File: config.mk
export PLATFORM = sky130hd
export DESIGN_NAME = vbc_band_cal
export DESIGN_NICKNAME = d
export VERILOG_FILES = /design/src/common/vbc_pkg.sv /design/src/logic/vbc_band_cal.sv /design/src/logic/vbc_sync.sv
export SDC_FILE = /design/constraint.sdc
export NUM_CORES = 1
export LEC_CHECK = 0
export BUFFER_PORTS_ARGS = -buffer_cell sky130_fd_sc_hd__buf_2
export CAP_MARGIN = 25
export CORE_ASPECT_RATIO = 1.25
export CORE_UTILIZATION = 48
export DETAILED_ROUTE_END_ITERATION = 8
export GPL_TIMING_DRIVEN = 1
export HOLD_SLACK_MARGIN = 0.02
export PLACE_DENSITY = 0.74
export REMOVE_ABC_BUFFERS = 1
export SKIP_LAST_GASP = 1
export SYNTH_ARGS = -nofsm -noshare
export SYNTH_HDL_FRONTEND = slang
export SYNTH_SLANG_ARGS = --single-unit
export TNS_END_PERCENT = 1
File: constraint.sdc
create_clock -name mclk -period 3.3 [get_ports mclk]
set_input_delay 0.33 -clock mclk [delete_from_list [all_inputs] [get_ports mclk]]
set_output_delay 0.33 -clock mclk [all_outputs]
set_load 0.05 [all_outputs]
File: src/common/vbc_pkg.sv
// Contract
// - Fractional numerator is 22 bits: upper field bits 21..12, lower 11..0.
// - Four oscillator cores, each with 256 bands chosen by 8-bit band code.
// - Band code 255 is lowest frequency, 0 highest; higher code, lower freq.
// - A frequency change starts calibration at core picked by start policy.
// - The search inside the start core begins at the programmed band code.
// - Each step compares oscillator with target and moves band code toward it.
// - Stepping repeats until lock or the band code reaches 0 or 255.
// - No lock at a limit: move to next suitable core, else end calibration.
// - Policy 1 starts at programmed core; software should pick core 2.
// - A policy exists that starts at the core used by the last calibration.
// - Frequency word write starts calibration unless the skip bit is 1.
// - Core start select 0..3 maps lowest-frequency core to highest one.
`default_nettype none

package vbc_pkg;

    // ==========================================================
    // Oscillator geometry.
    localparam int CORE_COUNT = 4;
    localparam int CORE_W     = 2;
    localparam int BAND_W     = 8;
    localparam logic [CORE_W-1:0] CORE_FIRST = 2'h0;
    localparam logic [CORE_W-1:0] CORE_TOP   = 2'h3;
    localparam logic [CORE_W-1:0] CORE_STEP  = 2'h1;
    localparam logic [BAND_W-1:0] BAND_MIN   = 8'h00;
    localparam logic [BAND_W-1:0] BAND_MAX   = 8'hff;
    localparam logic [BAND_W-1:0] BAND_STEP  = 8'h01;

    // ==========================================================
    // Fractional numerator layout.
    localparam int NUM_HI_W = 10;
    localparam int NUM_LO_W = 12;
    localparam int NUM_W    = NUM_HI_W + NUM_LO_W;

    // ==========================================================
    // Start-core policy codes.
    localparam logic [1:0] POLICY_AUTO   = 2'h0;
    localparam logic [1:0] POLICY_SELECT = 2'h1;
    localparam logic [1:0] POLICY_LAST   = 2'h2;

    // ==========================================================
    // Timing.
    localparam int MCLK_PERIOD_NS = 100;
    localparam int SETTLE_NS      = 1000;
    localparam int SETTLE_CYC     =
        (SETTLE_NS + MCLK_PERIOD_NS - 1) / MCLK_PERIOD_NS;

    // ==========================================================
    // Types.
    typedef enum logic [2:0] {
        ST_IDLE   = 3'h0,
        ST_SETTLE = 3'h1,
        ST_JUDGE  = 3'h3,
        ST_SWITCH = 3'h7,
        ST_FINISH = 3'h2  // One bit away from both judge and idle.
    } vbc_state_e;

    typedef struct packed {
        logic [1:0]        policy;
        logic [CORE_W-1:0] coreStart;
        logic [BAND_W-1:0] bandStart;
        logic              calSkip;
    } vbc_cfg_s;

    typedef struct packed {
        logic [NUM_HI_W-1:0] numUpper;
        logic [NUM_LO_W-1:0] numLower;
    } vbc_num_s;

    typedef struct packed {
        logic fast;
        logic locked;
    } vbc_meas_s;

    typedef struct packed {
        logic busy;
        logic done;
        logic locked;
        logic failed;
    } vbc_stat_s;

endpackage

`default_nettype wire

File: src/logic/vbc_band_cal.sv
`default_nettype none

// ==========================================================
// Oscillator core and band calibration sequencer.
module vbc_band_cal #(
    parameter int SETTLE_CYCLES = vbc_pkg::SETTLE_CYC
) (
    // Clock, reset and clock enable.
    input  wire logic                            mclk,
    input  wire logic                            nrst,
    input  wire logic                            clkEn,
    // Configuration from the serial port logic, same clock.
    input  wire logic                            freqWrite,
    input  wire vbc_pkg::vbc_cfg_s               cfg,
    input  wire vbc_pkg::vbc_num_s               num,
    // Comparator results from the analog side, asynchronous.
    input  wire vbc_pkg::vbc_meas_s              measRaw,
    // Oscillator control.
    output logic [vbc_pkg::CORE_W-1:0]           coreSel,
    output logic [vbc_pkg::BAND_W-1:0]           bandCode,
    output logic [vbc_pkg::NUM_W-1:0]            fracNum,
    // Calibration status.
    output vbc_pkg::vbc_stat_s                   status
);

    localparam int SETTLE_W = $clog2(SETTLE_CYCLES + 1);
    localparam logic [SETTLE_W-1:0] SETTLE_LOAD =
        SETTLE_W'(SETTLE_CYCLES - 1);
    localparam logic [SETTLE_W-1:0] SETTLE_ZERO = '0;
    localparam logic [SETTLE_W-1:0] SETTLE_DEC  = SETTLE_W'(1);

    // ==========================================================
    // State and working signals.
    vbc_pkg::vbc_state_e               state_reg;
    logic [SETTLE_W-1:0]               settle_reg;
    logic [vbc_pkg::CORE_W-1:0]        coreSel_reg;
    logic [vbc_pkg::BAND_W-1:0]        bandCode_reg;
    logic [vbc_pkg::NUM_W-1:0]         fracNum_reg;
    logic [vbc_pkg::CORE_COUNT-1:0]    visited_reg;
    logic                              dirDown_reg;
    logic                              done_reg;
    logic                              locked_reg;
    logic                              failed_reg;
    vbc_pkg::vbc_meas_s                meas;
    logic                              startCal;
    logic                              atLimit;
    logic                              enterSettle;
    logic                              nextOk;
    logic [vbc_pkg::CORE_W-1:0]        nextCore;
    logic [vbc_pkg::CORE_W-1:0]        startCore;
    logic                              judging;

    // ==========================================================
    // Comparator inputs cross into the clock domain here.
    vbc_sync #(
        .WIDTH ($bits(vbc_pkg::vbc_meas_s))
    ) u_meas_sync (
        .mclk  (mclk),
        .nrst  (nrst),
        .clkEn (clkEn),
        .d     (measRaw),
        .q     (meas)
    );

    // ==========================================================
    // Decisions.

    // A write with skip clear restarts the search even mid-run, so the newest word wins.
    assign startCal = freqWrite && !cfg.calSkip;
    assign judging  = (state_reg == vbc_pkg::ST_JUDGE) && !meas.locked;

    // Too fast means the code must rise, which lowers the frequency.
    assign atLimit = meas.fast ?
                     (bandCode_reg == vbc_pkg::BAND_MAX) :
                     (bandCode_reg == vbc_pkg::BAND_MIN);

    assign enterSettle = startCal ||
                         (judging && !atLimit) ||
                         ((state_reg == vbc_pkg::ST_SWITCH) && nextOk);

    // Starting core from the policy; core index 0 is the lowest band.
    always_comb begin
        unique case (cfg.policy)
            vbc_pkg::POLICY_AUTO:   startCore = vbc_pkg::CORE_FIRST;
            vbc_pkg::POLICY_SELECT: startCore = cfg.coreStart;
            vbc_pkg::POLICY_LAST:   startCore = coreSel_reg;
            default:                startCore = cfg.coreStart;
        endcase
    end

    // Neighbour core in the needed direction, never one already tried,
    // which stops the search from bouncing between two cores forever.
    always_comb begin
        nextOk   = 1'b0;
        nextCore = coreSel_reg;
        if (dirDown_reg) begin
            if (coreSel_reg != vbc_pkg::CORE_FIRST) begin
                nextCore = coreSel_reg - vbc_pkg::CORE_STEP;
                nextOk   = !visited_reg[nextCore];
            end
        end else begin
            if (coreSel_reg != vbc_pkg::CORE_TOP) begin
                nextCore = coreSel_reg + vbc_pkg::CORE_STEP;
                nextOk   = !visited_reg[nextCore];
            end
        end
    end

    // ==========================================================
    // Sequencer state.
    always_ff @(posedge mclk or negedge nrst) begin
        if (!nrst) begin
            state_reg <= vbc_pkg::ST_IDLE;
        end else if (clkEn) begin
            if (startCal) begin
                state_reg <= vbc_pkg::ST_SETTLE;
            end else begin
                unique case (state_reg)
                    vbc_pkg::ST_IDLE: begin
                        state_reg <= vbc_pkg::ST_IDLE;
                    end
                    vbc_pkg::ST_SETTLE: begin
                        if (settle_reg == SETTLE_ZERO) begin
                            state_reg <= vbc_pkg::ST_JUDGE;
                        end
                    end
                    vbc_pkg::ST_JUDGE: begin
                        if (meas.locked) begin
                            state_reg <= vbc_pkg::ST_FINISH;
                        end else if (atLimit) begin
                            state_reg <= vbc_pkg::ST_SWITCH;
                        end else begin
                            state_reg <= vbc_pkg::ST_SETTLE;
                        end
                    end
                    vbc_pkg::ST_SWITCH: begin
                        if (nextOk) begin
                            state_reg <= vbc_pkg::ST_SETTLE;
                        end else begin
                            state_reg <= vbc_pkg::ST_FINISH;
                        end
                    end
                    vbc_pkg::ST_FINISH: begin
                        state_reg <= vbc_pkg::ST_IDLE;
                    end
                    default: begin
                        state_reg <= vbc_pkg::ST_IDLE;
                    end
                endcase
            end
        end
    end

    // Settling wait after every band or core change, covering the analog
    // response and the synchroniser delay before a judgement is trusted.
    always_ff @(posedge mclk or negedge nrst) begin
        if (!nrst) begin
            settle_reg <= SETTLE_ZERO;
        end else if (clkEn) begin
            if (enterSettle) begin
                settle_reg <= SETTLE_LOAD;
            end else if ((state_reg == vbc_pkg::ST_SETTLE) &&
                         (settle_reg != SETTLE_ZERO)) begin
                settle_reg <= settle_reg - SETTLE_DEC;
            end
        end
    end

    // ==========================================================
    // Core select and band code; both hold outside a calibration.
    always_ff @(posedge mclk or negedge nrst) begin
        if (!nrst) begin
            coreSel_reg  <= vbc_pkg::CORE_FIRST;
            bandCode_reg <= vbc_pkg::BAND_MIN;
        end else if (clkEn) begin
            if (startCal) begin
                coreSel_reg  <= startCore;
                bandCode_reg <= cfg.bandStart;
            end else if (judging && !atLimit) begin
                if (meas.fast) begin
                    bandCode_reg <= bandCode_reg + vbc_pkg::BAND_STEP;
                end else begin
                    bandCode_reg <= bandCode_reg - vbc_pkg::BAND_STEP;
                end
            end else if ((state_reg == vbc_pkg::ST_SWITCH) && nextOk) begin
                coreSel_reg  <= nextCore;
                bandCode_reg <= cfg.bandStart;
            end
        end
    end

    // Cores already tried, and which way the last failed search pointed.
    always_ff @(posedge mclk or negedge nrst) begin
        if (!nrst) begin
            visited_reg <= '0;
            dirDown_reg <= 1'b0;
        end else if (clkEn) begin
            if (startCal) begin
                visited_reg            <= '0;
                visited_reg[startCore] <= 1'b1;
            end else if ((state_reg == vbc_pkg::ST_SWITCH) && nextOk) begin
                visited_reg[nextCore] <= 1'b1;
            end
            if (judging && atLimit) begin
                // Still fast at the lowest band: a lower core is needed.
                dirDown_reg <= meas.fast;
            end
        end
    end

    // ==========================================================
    // Numerator is captured on every frequency word write, skip or not.
    always_ff @(posedge mclk or negedge nrst) begin
        if (!nrst) begin
            fracNum_reg <= '0;
        end else if (clkEn && freqWrite) begin
            fracNum_reg <= {num.numUpper, num.numLower};
        end
    end

    // Result flags hold until the next start; done is one cycle wide.
    always_ff @(posedge mclk or negedge nrst) begin
        if (!nrst) begin
            done_reg   <= 1'b0;
            locked_reg <= 1'b0;
            failed_reg <= 1'b0;
        end else if (clkEn) begin
            done_reg <= (state_reg == vbc_pkg::ST_FINISH) && !startCal;
            if (startCal) begin
                locked_reg <= 1'b0;
                failed_reg <= 1'b0;
            end else if ((state_reg == vbc_pkg::ST_JUDGE) && meas.locked) begin
                locked_reg <= 1'b1;
            end else if ((state_reg == vbc_pkg::ST_SWITCH) && !nextOk) begin
                failed_reg <= 1'b1;
            end
        end
    end

    // ==========================================================
    // Outputs.
    assign coreSel  = coreSel_reg;
    assign bandCode = bandCode_reg;
    assign fracNum  = fracNum_reg;
    assign status   = {(state_reg != vbc_pkg::ST_IDLE), done_reg,
                       locked_reg, failed_reg};
endmodule

`default_nettype wire

File: src/logic/vbc_sync.sv
`default_nettype none

// ==========================================================
// Two-stage synchroniser for levels from outside the clock domain.
module vbc_sync #(
    parameter int WIDTH = 1
) (
    // Clock and reset.
    input  wire logic             mclk,
    input  wire logic             nrst,
    input  wire logic             clkEn,
    // Data.
    input  wire logic [WIDTH-1:0] d,
    output logic      [WIDTH-1:0] q
);

    logic [WIDTH-1:0] stage1_reg;
    logic [WIDTH-1:0] stage2_reg;

    // The first stage feeds only the second, so metastability stays here.
    always_ff @(posedge mclk or negedge nrst) begin
        if (!nrst) begin
            stage1_reg <= '0;
            stage2_reg <= '0;
        end else if (clkEn) begin
            stage1_reg <= d;
            stage2_reg <= stage1_reg;
        end
    end

    assign q = stage2_reg;

endmodule

`default_nettype wire

-- Word level (Yosys, flattened, before mapping)
Index checks and enable logic that the tools add are counted.
- bits of input ports: 41
- register bits after elaboration: 51
- word-level logic and storage cells: 112
- multiplexer cells: 38
- reduce and logical (&&, ||, !) cells: 40
- add/sub/neg operators: 5
- magnitude comparators: 6
- bitwise gates (word level): 1
- equal/unequal tests: 10
- operators by type and width (cell ; number):
    2-to-1 mux 8 bit ; 4
    2-to-1 mux 4 bit ; 4
    2-to-1 mux 2 bit ; 7
    2-to-1 mux 1 bit ; 13
    logical AND 1 bit ; 12
    < comparator 2 x 3 -> 1 bit (second input constant) ; 4
    2-to-1 mux 3 bit ; 4
    AND reduction 2 bit ; 6
    nonzero test 2 bit ; 5
    case mux 3 bit (3 select lines) ; 1
    adder 8 x 1 -> 8 bit (second input constant) ; 1
    == test 8 bit (second input constant) ; 1
    zero test 8 bit ; 1
    subtractor 8 x 1 -> 8 bit (second input constant) ; 1
    zero test 1 bit ; 7
    == test 3 x 2 -> 1 bit (second input constant) ; 2
    != test 2 bit (second input constant) ; 3
    AND reduction 3 bit ; 2
    nonzero test 3 bit ; 2
    binary-select mux 1 bit (select 2 bit) ; 2
    demux 1 bit (select 2 bit) ; 2
    greater-or-equal comparator 2 x 1 -> 1 bit (second input constant) ; 2
    zero test 4 bit ; 1
    bitwise OR 4 bit ; 1
    other kinds (11) ; 12

-- Logic depth before layout (Yosys ltp)
Gate-level depths: netlist of run 1.
- word-level depth: 11
- mapped depth: 9

-- Hierarchy
From an unflattened synthesis of run 1, not the netlist that was laid out.
- cell total of the unflattened synthesis: 264
- area, all modules: 2805.2 um^2
- modules (own cells, without submodules) (module ; cells each ; area each (um^2) ; seq. area each (um^2) ; instances):
    vbc_band_cal ; 256 ; 2660.1 ; 1176.1 ; 1
    vbc_sync ; 8 ; 145.1 ; 100.1 ; 1

-- Worst setup path before layout of run 1
Ideal clock, no wire load.
- path type: reg-to-reg
- start: register coreSel_reg, in the netlist coreSel[0]
- end: register bandCode_reg, in the netlist bandCode[6]
- path buffers: 0
- library setup time: 0.125 ns
- cell stages (with the launch flop): 8
- slack: 0.626 ns
- data arrival time: 2.549 ns
- cell sequence: dfrtp_1 -> inv_1 -> ha_1 -> mux4_2 -> nor3b_1 -> or2_2 -> a221oi_4 -> mux2_2
- longest elaborated chain between the ends: 9
- elaborated cells on any way between the ends: 16
- those cells by class: add/sub (2); eq/ne (1); mux (7); reduce/logical (6)
- ends and longest elaborated chain (what ; line ; RTL):
    from (decl) ; vbc_band_cal.sv:36 ; logic [vbc_pkg::CORE_W-1:0] coreSel_reg;
    from (signal assigned) ; vbc_band_cal.sv:173 ; coreSel_reg <= vbc_pkg::CORE_FIRST;
    from (signal assigned) ; vbc_band_cal.sv:177 ; coreSel_reg <= startCore;
    from (signal assigned) ; vbc_band_cal.sv:186 ; coreSel_reg <= nextCore;
    adder 2 x 1 -> 2 bit or subtractor 2 x 1 -> 2 bit (tied branches) ; vbc_band_cal.sv:103, vbc_band_cal.sv:98 ;
    binary-select mux 1 bit (select 2 bit), on equally long branches ; vbc_band_cal.sv:104, vbc_band_cal.sv:99 ;
    2-to-1 mux 1 bit, on equally long branches ; vbc_band_cal.sv:104, vbc_band_cal.sv:99 ;
    zero test 1 bit, on equally long branches ; vbc_band_cal.sv:104, vbc_band_cal.sv:99 ;
    2-to-1 mux 1 bit, on equally long branches ; vbc_band_cal.sv:102, vbc_band_cal.sv:97 ;
    2-to-1 mux 1 bit (*) ; vbc_band_cal.sv:96 ; if (dirDown_reg) begin
    logical AND 1 bit (*) ; vbc_band_cal.sv:185 ; end else if ((state_reg == vbc_pkg::ST_SWITCH) && nextOk) begin
    nonzero test 3 bit (no source line) (*) ; - ;
    AND reduction 2 bit (no source line) (*) ; - ;
    to (signal assigned) ; vbc_band_cal.sv:181 ; bandCode_reg <= bandCode_reg + vbc_pkg::BAND_STEP;
    to (signal assigned) ; vbc_band_cal.sv:183 ; bandCode_reg <= bandCode_reg - vbc_pkg::BAND_STEP;
    to (signal assigned) ; vbc_band_cal.sv:187 ; bandCode_reg <= cfg.bandStart;
    to (decl) ; vbc_band_cal.sv:37 ; logic [vbc_pkg::BAND_W-1:0] bandCode_reg;
Every way passes the cells marked *; elsewhere a longest branch is shown, timed or not. The select of a mux whose other input is x is not followed.
A chain may end at the register's enable or synchronous reset.

-- Worst setup path after layout of run 1
Same ends and word-level chain as after synthesis.

==> impl_metrics.json, run 1 <==
{
  "setup_ws_ns": 0.586,
  "finalSetupTns_ns": 0,
  "wl_met3_um": 405,
  "ir_drop_mv": 0.439,
  "violations": "design-rule violations",
  "dieHeight_um": 87.9,
  "internal-power_mw": 1.54,
  "ys_async_sr_fraction_pct": 100,
  "die_x_um": 70.7,
  "wl_met2_mm": 2.74,
  "pin_count": 77,
  "clock-sinks": 51,
  "drtPass1Iterations": 6,
  "postPlaceCellArea_um2": 3240,
  "place_inst": 397,
  "grt_pass1_wl_mm": 9.80,
  "rsz0062_at_grt": "false",
  "via_per_inst": 5.63,
  "dpl_worst_slack_ns": 0.576,
  "combPwrFrac_pct": 49.8,
  "ctsLongestPathBuffers": 2,
  "syn2layout_area_growth_pct": 18.6,
  "cts-root-buf": "clkbuf_8",
  "holdBufCountCts": 0,
  "final_cell_mix": "buf_2 (76), dfrtp_1 (51), mux2_2 (26), nand2_1 (23), o21ai_0 (21)",
  "ys.flop_type": "dfrtp_1",
  "maxSlewHeadroom_pct": 42.6,
  "synth_seq_cells": 51,
  "pwr-share-clk_pct": 16.0,
  "drtIter0Drc": 101,
  "switchingPower_mw": 1.28,
  "port_buffers": 76,
  "finalInstanceArea_um2": 3360,
  "core_area_um2": 5560,
  "wl_per_cell_um": 14.4,
  "grt_max_degree": 34,
  "cp_max_fo": 16,
  "ant_nets": 0,
  "mostFrequentLayoutCell": "buf_2",
  "period_needed_ns": 2.71,
  "gr-total-overflow": 0,
  "critical_path_class": "reg2reg",
  "diodes": 0,
  "yosysWarnings": 0,
  "largest_reg_flops": 22,
  "syn_area_um2": 2830,
  "grt_pass1_vias": 2178,
  "hold_class": "in2async",
  "hold_viol_final": 0,
  "finClkSkew_ns": 0.00600,
  "whs_ns": 0.0904,
  "fmax_ghz": 0.368,
  "final_cells": 405,
  "topRoutingLayerUsed": "met4",
  "ys_seq_area_share_pct": 45.0,
  "wl_met1_mm": 2.62,
  "setup_viol": 0,
  "worst_pin_slew_ns": 0.858,
  "r2r_cells": 7,
  "gp_congestion": 0.834,
  "cp-end-kind": "flip-flop",
  "maxCapViolCount": 0,
  "critPathArrivalTime_ns": 2.91,
  "synth.top_cells.by_area": "dfrtp_1 (45%), mux2_2 (10%), ha_1 (5.3%)",
  "crit_required_ns": 3.49,
  "finalWirelength_mm": 5.83,
  "final-max-slew-violation-count": 0,
  "yosysTopAreaCell": "dfrtp_1",
  "clk_latency_ns": 0.30,
  "synthCells": 268,
  "clk_pin_slew_ns": 0.09,
  "antenna_found_initial": 0,
  "htree_levels": 2,
  "synth_edf_count": 0,
  "pwr-share-seq_pct": 34.2,
  "avgSynthCellArea_um2": 10.6,
  "layout-drive-gt1-share_pct": 36.4,
  "num_rows": 30,
  "synth_cell_types": 52,
  "p_per_area_nw_per_um2": 838,
  "fp.dieArea_um2": 6220,
  "layout.nets": 394,
  "status": "finished with violations",
  "fillCellCount": 480,
  "remaining_drc_errors": 6,
  "post_cts_resized": 0,
  "dp_hpwl_mm": 4.27,
  "cts_tree": "built",
  "finalCritPeriodShare_pct": 82.2,
  "p_sw_share_pct": 45.4,
  "grtUsageTotal_pct": 20.1,
  "p_leak_nw": 1.58,
  "initial_core_util_pct": 51.0,
  "postCtsSetupBuffers": 0,
  "cp-start-kind": "flip-flop",
  "synth_top_area_share_pct": 45.0,
  "vias": 2280,
  "numCtsBuffers": 5
}
==> synthesized netlist by cell type, types with 2 or more instances <==
library cell	instances
nand2b_1	5
nand2_1	23
a21oi_1	14
nor4_1	4
mux2i_1	5
nor3_1	2
o2bb2ai_1	2
buf_1	2
nand3_1	6
a31oi_1	4
inv_1	11
ha_1	12
mux4_2	2
buf_4	4
a21o_1	3
nor2b_1	3
dfrtp_1	51
o211ai_1	4
o31ai_1	2
and3_1	2
and2_1	4
xnor2_1	5
o21ai_0	21
mux2_2	26
clkbuf_1	6
nor2_1	16
o21a_1	2
o22ai_1	2
nand4_1	2
==> cell type report <==
cell class | instances | area (um2) | area share [%]
Multi-Input combinational cell | 193 | 1450 | 43.2
Sequential cell | 51 | 1280 | 38.0
Timing Repair Buffer | 78 | 395 | 11.8
Clock buffer | 6 | 82.6 | 2.46
Tap cell | 64 | 80.1 | 2.38
Inverter | 11 | 41.3 | 1.23
Clock inverter | 2 | 35.0 | 1.04
==> cell families (layout without fill, tap and decap cells) <==
kind of cell / count (synthesis) / in the layout / synth area share (%)
xor gates and xnor gates: 6 / 6 / 1.85
adders and majority gates: 13 / 13 / 6.00
AOI/OAI and AO/OA: 65 / 65 / 15.1
DFF: 51 / 51 / 45.0
and+or+nand+nor: 75 / 75 / 13.8
buffers and inverters: 24 / 97 / 3.97
muxes: 34 / 34 / 14.2
==> layer usage <==
layer | GRT usage, % | up-vias
li1 | - | 1111
met2 | 35.1 | 93
met5 | 0 | -
met1 | 24.1 | 1071
met3 | 5.64 | 5
met4 | 6.55 | 0
==> power groups by stage <==
stage	sequential (mW)	combinational, mW	clock [mW]
3_5_place_dp	0.973	1.40	0
4_1_cts	0.961	1.41	0.463
2_1_floorplan	1.29	0.743	0
5_1_grt	0.985	1.54	0.487
3_3_place_gp	0.968	1.38	0
6_report	0.963	1.40	0.451
==> per-stage QoR <==
| step | power, mW | util, % |
|---|---|---|
| 3_3_place_gp | 2.34 | 58.4 |
| 3_5_place_dp | 2.38 | 58.4 |
| 5_1_grt | 3.01 | 60.5 |
| 4_1_cts | 2.83 | 60.5 |
| 2_1_floorplan | 2.04 | - |
| 6_report | 2.82 | 60.5 |
==> critical path, stage by stage (launching register included) <==
cell      delay (ns)
dfrtp_1         0.51
inv_1           0.15
ha_1            0.35
mux4_2          0.22
nor3b_1         0.05
or2_2           0.34
a221oi_4        0.58
mux2_2          0.40
==> final timing paths <==
| check | start | to | slack, ns |
|---|---|---|---|
| worst max-delay path | coreSel[0] | bandCode[6] | 0.59 |
| worst min-delay path | nrst | visited_reg[2] | 0.09 |
| worst max register to register | coreSel[0] | bandCode[6] | 0.59 |
| worst min register to register | u_meas_sync.stage1_reg[0] | u_meas_sync.q[0] | 0.49 |
| max in group asynchronous | nrst | fracNum[16] | 2.48 |
| min in group mclk | num[19] | fracNum[19] | 0.25 |
Note: power is estimated with default switching activity, not from simulation.
==> inputs of run 2 (changes only) <==
Clock period 3.3 ns to 2.7 ns, I/O delays scaled along.
==> run 2 against run 1 <==
The flow still finishes with violations (design-rule violations). Final cell count up 2.5%. Flip-flop and latch count unchanged. Sequential share of layout area fell by 0.61 points. Critical endpoint unchanged. Worst setup slack got worse by 0.32 ns. Maximum frequency rose by 11%. Sequential power is 18% higher. Clock-buffer cell count is the same. Utilization is 0.99 points higher. Hold slack better by 0.097 ns. Clock skew rose by 0.00078 ns. Largest cell class unchanged. Final area up 1.6%. First-iteration DRC count decreased by 7.9%.
==> impl_metrics.json, run 2 (synthesis gave the netlist of run 1 again) <==
{
  "hold_viol_final": 0,
  "internal-power_mw": 1.81,
  "remaining_drc_errors": 6,
  "rsz0062_at_grt": "false",
  "ir_drop_mv": 0.508,
  "violations": "design-rule violations",
  "path_delay_family": "compound AO/OA/AOI/OAI gates",
  "drtPass1Iterations": 6,
  "largest_reg_flops": 22,
  "ant_nets": 0,
  "wl_met1_mm": 2.63,
  "ctsLongestPathBuffers": 2,
  "layout.nets": 404,
  "htree_levels": 2,
  "clk_pin_slew_ns": 0.10,
  "grtUsageTotal_pct": 20.6,
  "die_x_um": 70.7,
  "critical_path_buf_inv_count": 1,
  "pwr-share-seq_pct": 33.7,
  "switchingPower_mw": 1.58,
  "cts-root-buf": "clkbuf_8",
  "port_buffers": 76,
  "syn2layout_area_growth_pct": 20.6,
  "fp.dieArea_um2": 6220,
  "num_rows": 30,
  "finalWirelength_mm": 5.86,
  "clk_latency_ns": 0.31,
  "wl_met2_mm": 2.73,
  "finalCritPeriodShare_pct": 90.2,
  "grt_max_degree": 29,
  "gp_congestion": 0.858,
  "pin_count": 77,
  "finalSetupTns_ns": 0,
  "final-max-slew-violation-count": 0,
  "cp_max_fo": 10,
  "p_per_area_nw_per_um2": 992,
  "initial_core_util_pct": 51.0,
  "period_needed_ns": 2.43,
  "postPlaceCellArea_um2": 3310,
  "numCtsBuffers": 5,
  "critPathArrivalTime_ns": 2.64,
  "setup_viol": 0,
  "fillCellCount": 485,
  "p_leak_nw": 1.61,
  "finClkSkew_ns": 0.00677,
  "fmax_ghz": 0.411,
  "seq_area_um2": 1280,
  "core_area_um2": 5560,
  "gr-total-overflow": 0,
  "pwr-share-clk_pct": 13.3,
  "diodes": 0,
  "dpl_worst_slack_ns": 0.190,
  "wl_per_cell_um": 14.1,
  "drtIter0Drc": 93,
  "worstPathCellList": "inv_1 > fa_1 > a211oi_1 > o21bai_1 > a21oi_1 > xnor2_1 > mux2_4 > mux2_2",
  "multi_input_area_um2": 1460,
  "p_sw_share_pct": 46.6,
  "vias": 2328,
  "critical_path_class": "reg2reg",
  "dp_hpwl_mm": 4.43,
  "final_cell_mix": "buf_2 (76), dfrtp_1 (51), mux2_2 (26), nand2_1 (23), o21ai_0 (21)",
  "whs_ns": 0.187,
  "cp-start-kind": "flip-flop",
  "maxSlewHeadroom_pct": 41.7,
  "status": "finished with violations",
  "worst_pin_slew_ns": 0.867,
  "maxCapViolCount": 0,
  "crit_required_ns": 2.90,
  "postCtsSetupBuffers": 0,
  "topRoutingLayerUsed": "met4",
  "layout-drive-gt1-share_pct": 37.9,
  "antenna_found_initial": 0,
  "combPwrFrac_pct": 53.0,
  "cp-end-kind": "flip-flop",
  "dieHeight_um": 87.9,
  "grt_pass1_wl_mm": 10.1,
  "setup_ws_ns": 0.265,
  "finalInstanceArea_um2": 3420,
  "hold_class": "in2reg",
  "worst_path_max_delay_cell": "fa_1",
  "wl_met3_um": 390,
  "cts_tree": "built",
  "mostFrequentLayoutCell": "buf_2",
  "clock-sinks": 51,
  "slowest_delay_ns": 0.47,
  "final_core_util_pct": 61.5,
  "via_per_inst": 5.61,
  "grt_pass1_vias": 2297
}
## run 2: repair_timing
action / in CTS / in global routing
endpoints found under the setup margin: 0 / 1
endpoints found under the hold margin: 26 / 0
hold buffers: 1 / 0
resized for setup: 0 / 1
## run 2: final timing paths
path                                      startpoint          endpoint  slack (ns)  cells past startpoint
setup / recovery                    u_meas_sync.q[1]       bandCode[6]        0.27                      8
hold / removal                               num[15]       fracNum[15]        0.19                      2
setup reg to reg                    u_meas_sync.q[1]       bandCode[6]        0.27                      8
hold reg to reg            u_meas_sync.stage1_reg[0]  u_meas_sync.q[0]        0.50                      2
max in group asynchronous                       nrst      state_reg[1]        1.55                      3
min in group asynchronous                       nrst  u_meas_sync.q[1]        0.52                      2
## run 2: power groups by stage
stage               clock, mW  sequential [mW]  combinational [mW]
finish                  0.450             1.14                1.80
global route            0.489             1.18                1.96
CTS                     0.465             1.14                1.80
detailed placement          0             1.16                1.79
global placement            0             1.15                1.77
floorplan                   0             1.58               0.908
## run 2: layout make-up
| class | instances | share of cell area [%] |
|---|---|---|
| timing repair buffer | 88 | 13.8 |
| sequential | 51 | 37.3 |
| clock inverter | 2 | 0.476 |
| inverter | 11 | 1.21 |
| tap | 64 | 2.34 |
| multi-input combinational | 193 | 42.7 |
| clock buffer | 6 | 2.12 |
## run 2: worst reg2reg max path, cell delays in order (launching register included)
cell      delay (ns)
dfrtp_1         0.46
inv_1           0.22
fa_1            0.47
a211oi_1        0.29
o21bai_1        0.11
a21oi_1         0.18
xnor2_1         0.08
mux2_4          0.25
mux2_2          0.26
## run 2: per-stage QoR
| stage | power [mW] | instances |
|---|---|---|
| after floorplan | 2.49 | 255 |
| after global placement | 2.92 | 406 |
| after detailed placement | 2.95 | 406 |
| after CTS | 3.40 | 415 |
| after global routing | 3.62 | 415 |
| final | 3.39 | 415 |
## run 2: per-layer routing
metal | vias up | GRT usage, %
li1 | 1129 | -
met1 | 1108 | 25.6
met2 | 81 | 34.6
met3 | 10 | 5.41
met4 | 0 | 8.18
met5 | - | 0
